$ cat config.mk
export PLATFORM = sky130hd
export DESIGN_NAME = wdtc_core
export DESIGN_NICKNAME = d
export VERILOG_FILES = /design/src/verilog/wdtc_pkg.sv /design/src/verilog/wdtc_core.sv /design/src/verilog/wdtc_tick.sv
export VERILOG_INCLUDE_DIRS = /design/src /design/src/verilog
export SDC_FILE = /design/constraint.sdc
export NUM_CORES = 1
export LEC_CHECK = 0
export ABC_AREA = 1
export ABC_CLOCK_PERIOD_IN_PS = 2470
export BUFFER_PORTS_ARGS = -buffer_cell sky130_fd_sc_hd__buf_4
export CAP_MARGIN = 20
export CORE_MARGIN = 8
export CORE_UTILIZATION = 50
export CTS_CLUSTER_SIZE = 14
export DETAILED_ROUTE_END_ITERATION = 7
export PLACE_DENSITY = 0.77
export SKIP_CTS_REPAIR_TIMING = 1
export SLEW_MARGIN = 30
export SYNTH_ARGS = -nofsm -noshare
export SYNTH_HDL_FRONTEND = slang
export SYNTH_HIERARCHICAL = 1
export SYNTH_SLANG_ARGS = --single-unit
$ cat constraint.sdc
create_clock -name sys_clk_i -period 2.47 [get_ports sys_clk_i]
set_input_delay 0.247 -clock sys_clk_i [delete_from_list [all_inputs] [get_ports sys_clk_i]]
set_output_delay 0.247 -clock sys_clk_i [all_outputs]
set_load 0.05 [all_outputs]
$ cat src/verilog/wdtc_defs.svh
// constants for the watchdog timer control block
`ifndef WDTC_DEFS_SVH
`define WDTC_DEFS_SVH

// control register bit positions
`define WDTC_BIT_UNLOCK      0
`define WDTC_BIT_ENABLE      1
`define WDTC_BIT_STATUS      2
`define WDTC_BIT_IRQSEL      3
`define WDTC_PRE_LSB         4
`define WDTC_PRE_MSB         7

// reset value of the control register
`define WDTC_CTRL_RESET      8'h00

// prescaler codes
`define WDTC_PRE_IMMEDIATE   4'h8
`define WDTC_PRE_LAST        4'h9

// base tick: 15.6 ms at the shortest code, counted in microseconds
`define WDTC_TICK_US         15600
`define WDTC_CLK_MHZ         20

`endif

$ cat src/verilog/wdtc_pkg.sv
// types shared by the watchdog timer control block
package wdtc_pkg;

	typedef enum logic [1:0]
	{
		WDTC_IDLE,
		WDTC_RUN,
		WDTC_FIRE
	} wdtc_state_t;

endpackage

$ cat src/verilog/wdtc_core.sv
// watchdog timer with protected control register
//
// Behaviour
// - With the response select set a timeout raises an interrupt, else a reset.
// - The watchdog interrupt bypasses the global enable at fixed high priority.
// - Unmonitored, the watchdog runs as a periodic timer set by the prescaler.
// - Every timeout sets the status flag in bit 2.
// - The status flag clears by a written 0 or external reset, not by its own.
// - Writing 1 to the enable bit enables and restarts counting from zero.
// - Software rewrites enable within each period or the timeout action fires.
// - Enable clears on written 0, watchdog reset, hardware reset or supply irq.
// - A write counts only when it directly follows setting the unlock bit.
// - The supply irq rises when either supply comparator reads low.
`timescale 1ns/1ps
`include "wdtc_defs.svh"

module wdtc_core
	import wdtc_pkg::*;
#(
	parameter int TICK_CYCLES = `WDTC_TICK_US * `WDTC_CLK_MHZ
)
(
	// clock and external hardware reset
	input  wire logic       sys_clk_i,
	input  wire logic       nrst_i,
	// special function register access from the core
	input  wire logic       reg_wr_i,
	input  wire logic [7:0] reg_wdata_i,
	input  wire logic       instr_done_i,
	output logic      [7:0] reg_rdata_o,
	// supply comparators, high means supply above trip point
	input  wire logic       avdd_ok_i,
	input  wire logic       dvdd_ok_i,
	// supply irq and timeout actions
	output logic            supply_monitor_irq_o,
	output logic            wdt_irq_o,
	output logic            wdt_irq_high_prio_o,
	output logic            wdt_sys_reset_o
);

	////////////////////////////////////////////////////////////////////
	// state

	logic [3:0]  timeout_prescale_sel_r;
	logic        interrupt_response_sel_r;
	logic        timeout_status_flag_r;
	logic        watchdog_enable_bit_r;
	logic        write_unlock_bit_r;
	logic [7:0]  ticks_r;
	logic [7:0]  ticks_nxt;
	logic        wd_rst_r;
	logic        irq_r;
	wdtc_state_t state_r;
	wdtc_state_t state_nxt;

	wire         tick;
	wire         wr_ok;
	wire         wr_unlock_only;
	wire         restart;
	wire         supply_low;
	wire [7:0]   limit;
	wire         reserved_pre;
	wire         immediate;
	wire         expire;
	wire         hw_rst;

	////////////////////////////////////////////////////////////////////
	// decode

	assign supply_low = !avdd_ok_i || !dvdd_ok_i;
	assign supply_monitor_irq_o = supply_low;

	// write accepted only right after unlock
	assign wr_ok = reg_wr_i && write_unlock_bit_r;
	// setting unlock alone is allowed only while not armed
	assign wr_unlock_only = reg_wr_i && !write_unlock_bit_r
		&& (reg_wdata_i == 8'h01 << `WDTC_BIT_UNLOCK);

	assign restart = wr_ok && reg_wdata_i[`WDTC_BIT_ENABLE];

	assign reserved_pre = timeout_prescale_sel_r > `WDTC_PRE_LAST;
	assign immediate    = timeout_prescale_sel_r == `WDTC_PRE_IMMEDIATE;
	assign limit        = (timeout_prescale_sel_r < `WDTC_PRE_IMMEDIATE)
		? 8'h01 << timeout_prescale_sel_r[2:0] : 8'h80;

	// timeout when the period elapses unrefreshed
	assign expire = watchdog_enable_bit_r && !reserved_pre
		&& (immediate || (tick && ticks_r + 8'h01 >= limit));

	assign hw_rst = !nrst_i;

	////////////////////////////////////////////////////////////////////
	// base tick

	wdtc_tick #(
		.TICK_CYCLES (TICK_CYCLES)
	) u_tick (
		.sys_clk_i (sys_clk_i),
		.nrst_i    (nrst_i),
		.run_i     (watchdog_enable_bit_r),
		.restart_i (restart),
		.tick_o    (tick)
	);

	////////////////////////////////////////////////////////////////////
	// period counter and state machine

	assign ticks_nxt = (restart || expire || !watchdog_enable_bit_r)
		? 8'h00 : (tick ? ticks_r + 8'h01 : ticks_r);

	always_comb
	begin
		state_nxt = state_r;
		case (state_r)
			WDTC_IDLE:
				if (watchdog_enable_bit_r)
					state_nxt = WDTC_RUN;
			WDTC_RUN:
				if (expire)
					state_nxt = WDTC_FIRE;
				else if (!watchdog_enable_bit_r)
					state_nxt = WDTC_IDLE;
			WDTC_FIRE:
				state_nxt = watchdog_enable_bit_r ? WDTC_RUN : WDTC_IDLE;
			default:
				state_nxt = WDTC_IDLE;
		endcase
	end

	// counter and state registers
	always_ff @(posedge sys_clk_i)
	begin
		if (hw_rst)
		begin
			ticks_r <= 8'h00;
			state_r <= WDTC_IDLE;
		end
		else
		begin
			ticks_r <= ticks_nxt;
			state_r <= state_nxt;
		end
	end

	////////////////////////////////////////////////////////////////////
	// unlock arming: one instruction window

	// unlock bit arms the next write and reads back while armed
	always_ff @(posedge sys_clk_i)
	begin
		if (hw_rst)
			write_unlock_bit_r <= 1'b0;
		else if (wr_unlock_only)
			write_unlock_bit_r <= 1'b1;
		else if (instr_done_i || reg_wr_i)
			write_unlock_bit_r <= 1'b0; // any other instruction disarms
	end

	////////////////////////////////////////////////////////////////////
	// control fields

	always_ff @(posedge sys_clk_i)
	begin
		if (hw_rst)
		begin
			timeout_prescale_sel_r   <= 4'h0;
			interrupt_response_sel_r <= 1'b0;
		end
		else if (wr_ok)
		begin
			timeout_prescale_sel_r <=
				reg_wdata_i[`WDTC_PRE_MSB:`WDTC_PRE_LSB];
			interrupt_response_sel_r <= reg_wdata_i[`WDTC_BIT_IRQSEL];
		end
	end

	// enable bit
	always_ff @(posedge sys_clk_i)
	begin
		if (hw_rst)
			watchdog_enable_bit_r <= 1'b0;
		else if (supply_low)
			watchdog_enable_bit_r <= 1'b0;
		else if (expire && !interrupt_response_sel_r)
			watchdog_enable_bit_r <= 1'b0;
		else if (wr_ok)
			watchdog_enable_bit_r <= reg_wdata_i[`WDTC_BIT_ENABLE];
	end

	// status flag
	always_ff @(posedge sys_clk_i)
	begin
		if (hw_rst)
			timeout_status_flag_r <= 1'b0;
		else if (expire)
			// timeout sets status, wins over clear
			timeout_status_flag_r <= 1'b1;
		else if (wr_ok && !reg_wdata_i[`WDTC_BIT_STATUS])
			timeout_status_flag_r <= 1'b0;
	end

	////////////////////////////////////////////////////////////////////
	// timeout actions

	always_ff @(posedge sys_clk_i)
	begin
		if (hw_rst)
		begin
			wd_rst_r <= 1'b0;
			irq_r    <= 1'b0;
		end
		else
		begin
			wd_rst_r <= expire && !interrupt_response_sel_r;
			irq_r    <= expire && interrupt_response_sel_r;
		end
	end

	// own reset leaves status intact: system reset is an output only
	assign wdt_sys_reset_o = wd_rst_r;
	// interrupt not gated by the global enable
	assign wdt_irq_o           = irq_r;
	assign wdt_irq_high_prio_o = 1'b1;

	// register read-back
	assign reg_rdata_o = {timeout_prescale_sel_r, interrupt_response_sel_r,
		timeout_status_flag_r, watchdog_enable_bit_r, write_unlock_bit_r};

endmodule

$ cat src/verilog/wdtc_tick.sv
// base tick generator: one pulse per base tick while running
`timescale 1ns/1ps
`include "wdtc_defs.svh"

module wdtc_tick #(
	parameter int TICK_CYCLES = `WDTC_TICK_US * `WDTC_CLK_MHZ
)
(
	// clock and reset
	input  wire logic sys_clk_i,
	input  wire logic nrst_i,
	// control
	input  wire logic run_i,
	input  wire logic restart_i,
	// tick out
	output logic      tick_o
);

	localparam int CW = $clog2(TICK_CYCLES + 1);

	logic [CW-1:0] cnt_r;
	logic [CW-1:0] cnt_nxt;
	wire           at_end;

	// refuse a tick length the counter cannot serve
	if (TICK_CYCLES < 1)
	begin : g_bad_tick
		$error("wdtc_tick: TICK_CYCLES must be at least 1");
	end

	// terminal count decode
	assign at_end  = (cnt_r == CW'(TICK_CYCLES - 1));
	assign cnt_nxt = (restart_i || !run_i || at_end) ? '0 : cnt_r + 1'b1;

	// base counter
	always_ff @(posedge sys_clk_i)
	begin
		if (!nrst_i)
			cnt_r <= '0;
		else
			cnt_r <= cnt_nxt;
	end

	// tick pulse, registered
	always_ff @(posedge sys_clk_i)
	begin
		if (!nrst_i)
			tick_o <= 1'b0;
		else
			tick_o <= run_i && !restart_i && at_end;
	end

endmodule
==> results of run 1 <==
-- worst max path at each step --
stage	startpoint	endpoint	slack, ns	cells past startpoint
floorplan	timeout_prescale_sel_r[2]	ticks_r[0]	0.37	12
global placement	ticks_r[0]	ticks_r[4]	0.29	13
detailed placement	ticks_r[0]	ticks_r[0]	0.20	13
CTS	ticks_r[0]	ticks_r[0]	0.17	13
global route	ticks_r[0]	ticks_r[6]	0.01	14
finish	ticks_r[0]	ticks_r[6]	0.25	13
-- layout make-up --
type | instances | area share [%]
tap | 52 | 2.685
multi-input combinational | 225 | 48.53
clock buffer | 7 | 3.562
clock inverter | 1 | 0.2065
inverter | 40 | 6.195
timing repair buffer | 24 | 7.434
sequential | 38 | 31.39
-- cells by family (layout without fill, tap and decap cells) --
logic type               count (synthesis)  in the layout  share of synthesized area, %
AO/OA/AOI/OAI                           29             29                         7.331
XOR/XNOR                                15             15                         6.108
adder cells (fa/ha/maj)                 10             10                         5.817
buffers and inverters                   48             72                         10.06
flip-flops                              38             38                         35.37
multiplexers                             2              2                        0.9308
other                                    1              1                        0.1744
AND/OR/NAND/NOR                        168            168                         34.21
-- where the power goes --
part / switching (uW) / leakage, uW / internal (uW) / total, uW
clock: 199 / 0.0000482 / 225 / 423
combinational: 16.4 / 0.000659 / 16.1 / 32.5
sequential: 0.117 / 0.000306 / 613 / 613
total: 215 / 0.00101 / 853 / 1070
-- metrics by stage --
step | hold slack, ns | std cells | utilization, %
3_3_place_gp | 0.4458 | 379 | 55.02
5_1_grt | 0.2510 | 387 | 57.24
3_5_place_dp | 0.4502 | 379 | 55.02
2_1_floorplan | 0.3731 | 311 | -
4_1_cts | 0.2445 | 387 | 57.18
6_report | 0.2500 | 387 | 57.24
-- tightest hold or removal path: cells and delay by family --
family | cells | cell delay (ns)
buffers and inverters | 1 | 0.14
and+or+nand+nor | 2 | 0.11
-- synthesized netlist by cell type, drive strengths merged --
| cell type | count | area, um2 |
|---|---|---|
| nand3 | 16 | 90.09 |
| o21a | 1 | 7.510 |
| nand4 | 5 | 31.28 |
| or2 | 2 | 12.52 |
| xnor2 | 4 | 35.03 |
| conb | 1 | 3.750 |
| xor2 | 11 | 96.34 |
| nand3b | 2 | 15.01 |
| inv | 40 | 150.1 |
| buf | 6 | 48.80 |
| a21oi | 12 | 60.06 |
| nand2 | 77 | 301.5 |
| mux2i | 2 | 20.02 |
| a211oi | 1 | 7.510 |
| a22oi | 1 | 7.510 |
| dfxtp | 38 | 760.7 |
| ha | 10 | 125.1 |
| nor3 | 4 | 25.02 |
| o21bai | 1 | 7.510 |
| o21ai | 12 | 60.06 |
| nor2 | 60 | 247.7 |
| a21boi | 1 | 7.510 |
| nor4 | 2 | 12.51 |
| clkbuf | 2 | 17.51 |
-- layer usage --
layer | vias up | GRT usage (%)
met5 | - | 0
met4 | 0 | 5.263
met3 | 5 | 3.282
met2 | 20 | 24.82
met1 | 827 | 15.33
li1 | 1021 | -
==> results by stage, run 1 <==
Min path:
- For hold timing, the worst endpoint is wdt_irq_o.
- The path class of the tightest hold or removal check is primary input to flop.
- Along the worst hold path, the cell count comes to 3.
- The worst hold path begins at nrst_i.

Timing:
- The clock period could shrink to approximately 2.2 ns.
- The final number of hold-violating endpoints is 0.
- The max-slew violation total from the final report is 0.
- Static timing analysis puts the maximum clock frequency at 0.4508 GHz.
- Setup violations remaining at the end of the flow were counted as 0.
- Setup repair after global routing left no endpoint under its margin.
- After layout, the worst setup slack is 0.2517 ns.
- In the finished design, the share of the clock period the worst path needs comes to around nine tenths.
- The worst clock skew is around 0.0036 ns.
- Summed over all failing endpoints, the final setup total negative slack is 0 ns.

Synthesis:
- The number of warning messages in the yosys log is 6.
- After synthesis, flip-flops and latches occupy 35.37% of the total area.
- The count of unique library cells instantiated by Yosys is 35.
- The average instance in the mapped netlist occupies between 6 and 7 um2.
- The post-synthesis instance total is roughly 310.
- In this run the cell area of the synthesized design comes to ~2200 um2.
- The number of nets handed over by synthesis was 335.
- Counting flops and latches in the post-synthesis netlist gives 38.

Routing:
- For this run, design rule violations remaining after detail routing come to 0.
- The routed length on met3 is between 100 and 150 um.
- The detail route stage leaves a number of antenna-violating nets equal to 0.
- The highest metal layer carrying signal wires in the routed design is met4.
- The detailed router finished its first iteration with between 80 and 90 violations.
- The number of detailed-routing iterations run before antenna repair is 4.
- The post-route met1 wirelength is between 1.5 and 2 mm.
- The wire length per cell is around 11 um.
- Dividing the detail-routed via count by the number of cells gives just under 5.
- Detailed routing placed a total of 2.132 mm of wire on met2.
- For this block, the routed nets add up to a little over 4 mm of wire.
- The total number of vias is ~1900.

CTS:
- The tree is rooted in a clkbuf_8.
- In this run, CTS created clock tree buffers numbering 5.
- The latest clock arrival within the worst-skew pair is 0.28 ns.
- Counting along the longest clock path gives a buffer depth of 2.
- The H-tree generated during clock tree synthesis spans 2 levels.
- The clock drives 38 sinks.
- The clock transition time at the flip-flop clock pins of the worst setup and hold paths is 0.07 ns.
- The CTS tree is done.

Global route:
- Entering global routing, the biggest net connects 19 pins.
- Global routing finished with a remaining overflow of 0.
- The number of global-route vias before repair is 1784.
- The wire length of the first global-routing pass is roughly 7.4 mm.
- The global router's overall resource usage is around 14%.
- The number of antenna violations at the first check in global routing came to 0.

Critical path:
- Along the worst path, the maximum fanout reaches 8.
- The kind of end point of the critical path is a flop.
- The endpoint identified for the worst register-to-register timing path is ticks_r[6].
- The top cell family by delay on the critical path is simple AND/OR/NAND/NOR gates.
- The number of buffers and inverters on the critical path is 0.
- For the worst setup path, the data required time is about 2.6 ns.
- The category of the worst setup path launch point is a flop.
- The delay of the slowest critical-path stage is between 0.4 and 0.5 ns.
- The cell repeated most along the worst path is nand2_1.
- The worst-case register-to-register setup slack is between 0.2 and 0.3 ns.
- The category of the most critical setup path is flop to flop.
- The number of cells on the worst reg-to-reg path is 13.
- The worst register-to-register path begins at ticks_r[0].
- The highest-delay cell along the critical path is dfxtp_1.
- Traced cell by cell, the critical path runs through ha_1 > nand3_1 > nand3b_1 > xor2_1 > ha_1 > nand2_1 > o21a_1 > nand2_1 > nand2_1 > nand2_1 > nand2_1 > nand2_2 > nor2_1.
- At the worst endpoint, the arrival time is around 2.4 ns.

Placement:
- Before CTS, the worst setup slack after placement is 0.2048 ns.
- The placed wire-length estimate is approximately 3.3 mm.
- The placer congestion estimate is ~0.84.
- The count of buffers inserted at the top-level ports is 24.
- Once placement finished, the instance area stood at about 2300 um2.

Power and ir drop:
- The maximum resistive drop on vdd is approximately 0.29 mV.
- The design draws around 1100 uW.
- For this design the static power due to leakage is 0.001013 uW.
- The total power per unit cell area is 440.9 nW/um2.

Cells and area:
- In the final layout, the registers with the most flip-flops are u_tick/cnt_r (19), ticks_r (8), timeout_prescale_sel_r (4).
- The total number of nets in the final design is around 360.
- The share of cells above drive strength 1 is between 10% and 20%.
- The top cell types in the final layout, fill and taps aside, are nand2_1, nor2_1, dfxtp_1, inv_1, buf_4.
- The library cell used most frequently in the layout, excluding fill and tap cells, is nand2_1.
- The number of fillers in the final layout is about 390.
- With fillers left out, the area of the finished cells amounts to 2424 um2.
- From synthesis to final layout, the design area changed by 12.68%.
- The footprint of the multi-input gates is approximately 1200 um2.
- The register area is 760.7 um2.
- Ranked by flip-flop count, first place goes to u_tick/cnt_r.
- The diode insertion count for antenna repair is 0.
- The flip-flop count of the largest register after layout is 19.

Floorplan:
- The die area is ~6700 um2.
- The effective utilization at floorplan is 50.80%.
- The floorplan step set the die height to approximately 82 um.
- The die is approximately 80 um wide.
- The floorplan has 24 rows.
- The top-level port count is 26.
- The floorplan step defined a core boundary enclosing about 4200 um2.

Job:
- The tool flagged a number of max-cap violations equal to 0.

Outcome:
- The run finished with clean final reports.
(Power assumes the default switching activity.)
==> inputs of run 2 (changes only) <==
--- a/config.mk
+++ b/config.mk
@@ -12,12 +12,12 @@
 export CAP_MARGIN = 20
 export CORE_MARGIN = 8
 export CORE_UTILIZATION = 50
+export CTS_CLUSTER_DIAMETER = 40
 export CTS_CLUSTER_SIZE = 14
 export DETAILED_ROUTE_END_ITERATION = 7
-export PLACE_DENSITY = 0.77
+export PLACE_DENSITY_LB_ADDON = 0.08
 export SKIP_CTS_REPAIR_TIMING = 1
 export SLEW_MARGIN = 30
 export SYNTH_ARGS = -nofsm -noshare
 export SYNTH_HDL_FRONTEND = slang
-export SYNTH_HIERARCHICAL = 1
 export SYNTH_SLANG_ARGS = --single-unit
==> results by stage, run 2 <==
Timing:
- The share of the clock period used by the worst path was 90.64% (+0.83 points).
- The max-slew violation total from the final report was 0 (unchanged).
- The summed negative setup slack over all endpoints was 0 ns (unchanged).
- The worst clock skew is 0.006928 ns (+0.003293 ns).
- Setup repair after global routing left no endpoint under its margin.
- The number of setup violations in the final report is 0 (unchanged).
- The maximum clock frequency is 0.4467 GHz (-0.92%).
- The final number of hold-violating endpoints is 0 (unchanged).
- The shortest period the worst path allows is 2.239 ns (+0.02056 ns).
- The final hold slack came to 0.2225 ns (-0.02753 ns).

Critical path:
- Among the stages of the critical path, the cell type that occurs most often is nand2_1.
- The number of cells on the worst reg-to-reg path is 13 (unchanged).
- The number of buffers and inverters on the critical path is 0 (unchanged).
- The critical path data required time is 2.68 ns (+0.04 ns).
- The maximum fanout count along the critical path is 8 (unchanged).
- Walking the worst path, the cells encountered are nand4_1 > or2_0 > or2_2 > nand2_1 > ha_1 > a21oi_1 > o21a_1 > nand2_1 > nand2_1 > nand2_1 > nand2_1 > nand2_2 > nor2_1.
- The worst-case register-to-register setup slack was 0.23 ns (-0.02 ns).
- The highest-delay cell along the critical path is dfxtp_1.
- The worst setup path is captured at a flop.
- The top cell family by delay on the critical path is simple AND/OR/NAND/NOR gates.
- The data arrival at the endpoint of the critical path is 2.45 ns (+0.06 ns).
- The startpoint of the worst register-to-register path is ticks_r[4].
- The worst register-to-register path ends at ticks_r[1].
- The setup path with the least slack is of type flop to flop.
- The category of the worst setup path launch point is a flop.
- The delay of the slowest critical-path stage was 0.43 ns (+0.02 ns).
- The cell depth of the worst setup path was 13 (unchanged).

CTS:
- TritonCTS built the clock tree.
- The buffer depth of the longest clock path is 2 (unchanged).
- The cell sitting at the root of the clock tree is a clkbuf_8.
- The number of sinks driven by the clock tree is 38 (unchanged).
- The H-tree depth is 2 (unchanged).
- The latest clock arrival within the worst-skew pair is 0.29 ns (about the same).
- The number of CTS-inserted buffers came to 5 (unchanged).
- The clock transition time at the flip-flop clock pins of the worst setup and hold paths is 0.08 ns (about the same).

Routing:
- The overall routed net length is 3.966 mm (-3.3%).
- The initial DRC count is 84 (-3.4%).
- The wire length per cell is 10.90 um (+2.8%).
- The mean number of vias per cell was 4.874 (+0.70%).
- The remaining antenna violation count after routing is 0 (unchanged).
- The number of detailed-routing iterations run before antenna repair is 4 (unchanged).
- The remaining routing DRC violations is 0 (unchanged).
- The total number of vias is 1774 (-5.3%).

Cells and area:
- The most common cell after layout, fill and taps aside is nand2_1.
- Ranked by flip-flop count, first place goes to u_tick.cnt_r.
- In the layout the commonest cells are nand2_1, nor2_1, inv_1, dfxtp_1, buf_4.
- The final cell count without fillers was 364 (-5.9%).
- The register area is 760.7 um2 (unchanged).
- The share of cells above drive strength 1 is 14.33% (+0.60 points).
- The flip-flop count of the largest register after layout was 19 (unchanged).
- The footprint of the multi-input gates was 1097 um2 (-6.7%).
- The diode insertion count for antenna repair is 0 (unchanged).
- The number of fillers in the final layout came to 401 (+3.9%).
- From synthesis to final layout, the design area changed by 13.87%.
- The total number of nets in the final design is 337 (-5.9%).
- The largest registers in the layout are u_tick.cnt_r (19), ticks_r (8), timeout_prescale_sel_r (4).

Synthesis:
- The post-synthesis instance total was 290 (-6.8%).
- The number of storage elements in the synthesis netlist is 38 (unchanged).
- The commonest cells after synthesis are nand2_1, nor2_1, inv_1.
- The top flip-flop cell by instance count after synthesis is dfxtp_1.
- The number of warning messages in the yosys log is 0 (-6).
- The register area share after synthesis is 36.98% (+1.6 points).
- The number of enable-type register cells in the synthesized netlist is 0 (unchanged).
- Yosys attributes the largest share of cell area to dfxtp_1, nand2_1, nor2_1.
- The per-instance average area after synthesis came to 7.093 um2 (+2.6%).
- The synthesized cell area is 2057 um2 (-4.4%).
- The cell type contributing the most total cell area after synthesis is dfxtp_1.
- The number of nets produced by synthesis came to 314 (-6.3%).
- The leading cell type by number of instances after synthesis is nand2_1.
- The async set-reset flop share out of synthesis came to 0% (unchanged).
- The top cell type's share of synthesized area was 36.98% (+1.6 points).
- The count of unique library cells instantiated by Yosys is 34 (-2.9%).

Global route:
- The wire length of the first global-routing pass is 7.079 mm (-4.8%).
- The largest net degree at the start of global routing came to 20 (+1).
- The number of global-route vias before repair is 1720 (-3.6%).
- The remaining global-route overflow is 0 (unchanged).
- The number of antenna violations at the first check in global routing is 0 (unchanged).
- The global router's overall resource usage is 13.46% (-0.33 points).

Placement:
- The placed wire-length estimate was 3.185 mm (-2.9%).
- The number of instances in the placed design was 356 (-6.1%).
- The count of buffers inserted at the top-level ports came to 24 (unchanged).
- The placer congestion estimate is 0.8518 (+1.8%).

Floorplan:
- The die area was 6422 um2 (-3.5%).
- The number of placement rows is 23 (-4.2%).
- The floorplan die width is 80.14 um (-1.8%).
- The effective utilization at floorplan came to 51.80% (+1.0 points).
- The floorplan core area came to 3971 um2 (-6.2%).
- The top-level port count is 26 (unchanged).
- The die height is 80.14 um (-1.8%).

Power and ir drop:
- The total internal power was 853.5 uW (about the same).
- The total power per unit cell area came to 459.8 nW/um2 (+4.3%).
- The relative contribution of sequential cells to total power came to 56.9% (-0.4 points).
- The maximum resistive drop on vdd was 0.3460 mV (+19%).
- The leakage power is 0.0009765 uW (-3.6%).
- The clock network fraction of design power is 40.1% (+0.5 points).
- The proportion of power drawn by combinational gates is 3.0% (about the same).
- The net switching power is 223.6 uW (+3.9%).
- The net switching share of the total power is 20.76% (+0.63 points).

Job:
- The count of max-cap constraint violations was 0 (unchanged).

Min path:
- In this run the most critical hold path is launched from reg_wdata_i[7].
- The class of the most critical hold timing path is primary input to flop.
- The worst hold path cell count is 3 (unchanged).
- The worst hold path terminates at timeout_prescale_sel_r[3].

Outcome:
- The run finished with clean final reports.
==> run 2: cell count changes after synthesis, sizes merged, moves of 3 or more <==
cell	previous run	this run
xnor2	4	1
nand3	16	13
a21oi	12	15
nor3	4	14
xor2	11	8
nor2	60	43
nand2	77	64
==> run 2: final cells by class <==
| type | instances | area share (%) |
|---|---|---|
| multi-input combinational | 204 | 46.85 |
| sequential | 38 | 32.48 |
| timing repair buffer | 24 | 7.692 |
| inverter | 40 | 6.410 |
| clock buffer | 7 | 3.686 |
| tap | 50 | 2.671 |
| clock inverter | 1 | 0.2137 |
==> run 2: cells by family (layout without fill, tap and decap cells) <==
kind of cell	after synthesis	count (layout)	synth area share [%]
muxes	2	2	0.9733
and+or+nand+nor	151	151	33.88
xor gates and xnor gates	9	9	3.832
buffers and inverters	48	72	10.04
AOI/OAI and AO/OA	31	31	8.030
DFF	38	38	36.98
other	1	1	0.1823
adders and majority gates	10	10	6.083
==> run 2: tightest hold or removal path: cells and delay by family <==
kind / cells / cell delay, ns
and+or+nand+nor: 1 / 0.08
buffers and inverters: 1 / 0.08
AOI/OAI and AO/OA: 1 / 0.07
==> run 2: through the flow <==
stage | cell area [um2] | setup slack (ns) | utilization, % | power, uW
2_1_floorplan | 2057 | 0.3693 | - | 639.4
3_3_place_gp | 2243 | 0.2703 | 56.49 | 658.8
3_5_place_dp | 2243 | 0.1738 | 56.49 | 658.9
4_1_cts | 2335 | 0.1199 | 58.79 | 1096
5_1_grt | 2342 | 0.002331 | 58.98 | 1123
6_report | 2342 | 0.2312 | 58.98 | 1077
==> run 2: worst max-delay path by stage <==
| stage | start | to | slack, ns |
|---|---|---|---|
| 3_5_place_dp | ticks_r[0] | ticks_r[1] | 0.17 |
| 4_1_cts | ticks_r[0] | ticks_r[1] | 0.12 |
| 6_report | ticks_r[4] | ticks_r[1] | 0.23 |
| 2_1_floorplan | timeout_prescale_sel_r[2] | ticks_r[0] | 0.37 |
| 5_1_grt | ticks_r[0] | ticks_r[1] | 0.002 |
| 3_3_place_gp | ticks_r[0] | ticks_r[5] | 0.27 |
==> run 2: power by group through the flow <==
stage / registers (uW) / logic (uW) / clock network, uW
after floorplan: 627 / 12.6 / 0
after global placement: 627 / 32.2 / 0
after detailed placement: 627 / 32.3 / 0
after CTS: 612 / 32.3 / 452
after global routing: 612 / 34.8 / 477
final: 612 / 32.2 / 432
==> run 2: layer usage <==
layer  vias to the layer above  wire length, um  GRT usage [%]  share of wire, %
met5                         -                0              0                 0
met3                         5              123          3.460               3.1
met1                       782             1765          14.33                45
met4                         0               48          3.818               1.2
met2                        17             2028          25.22                51
li1                        970                -              -                 -
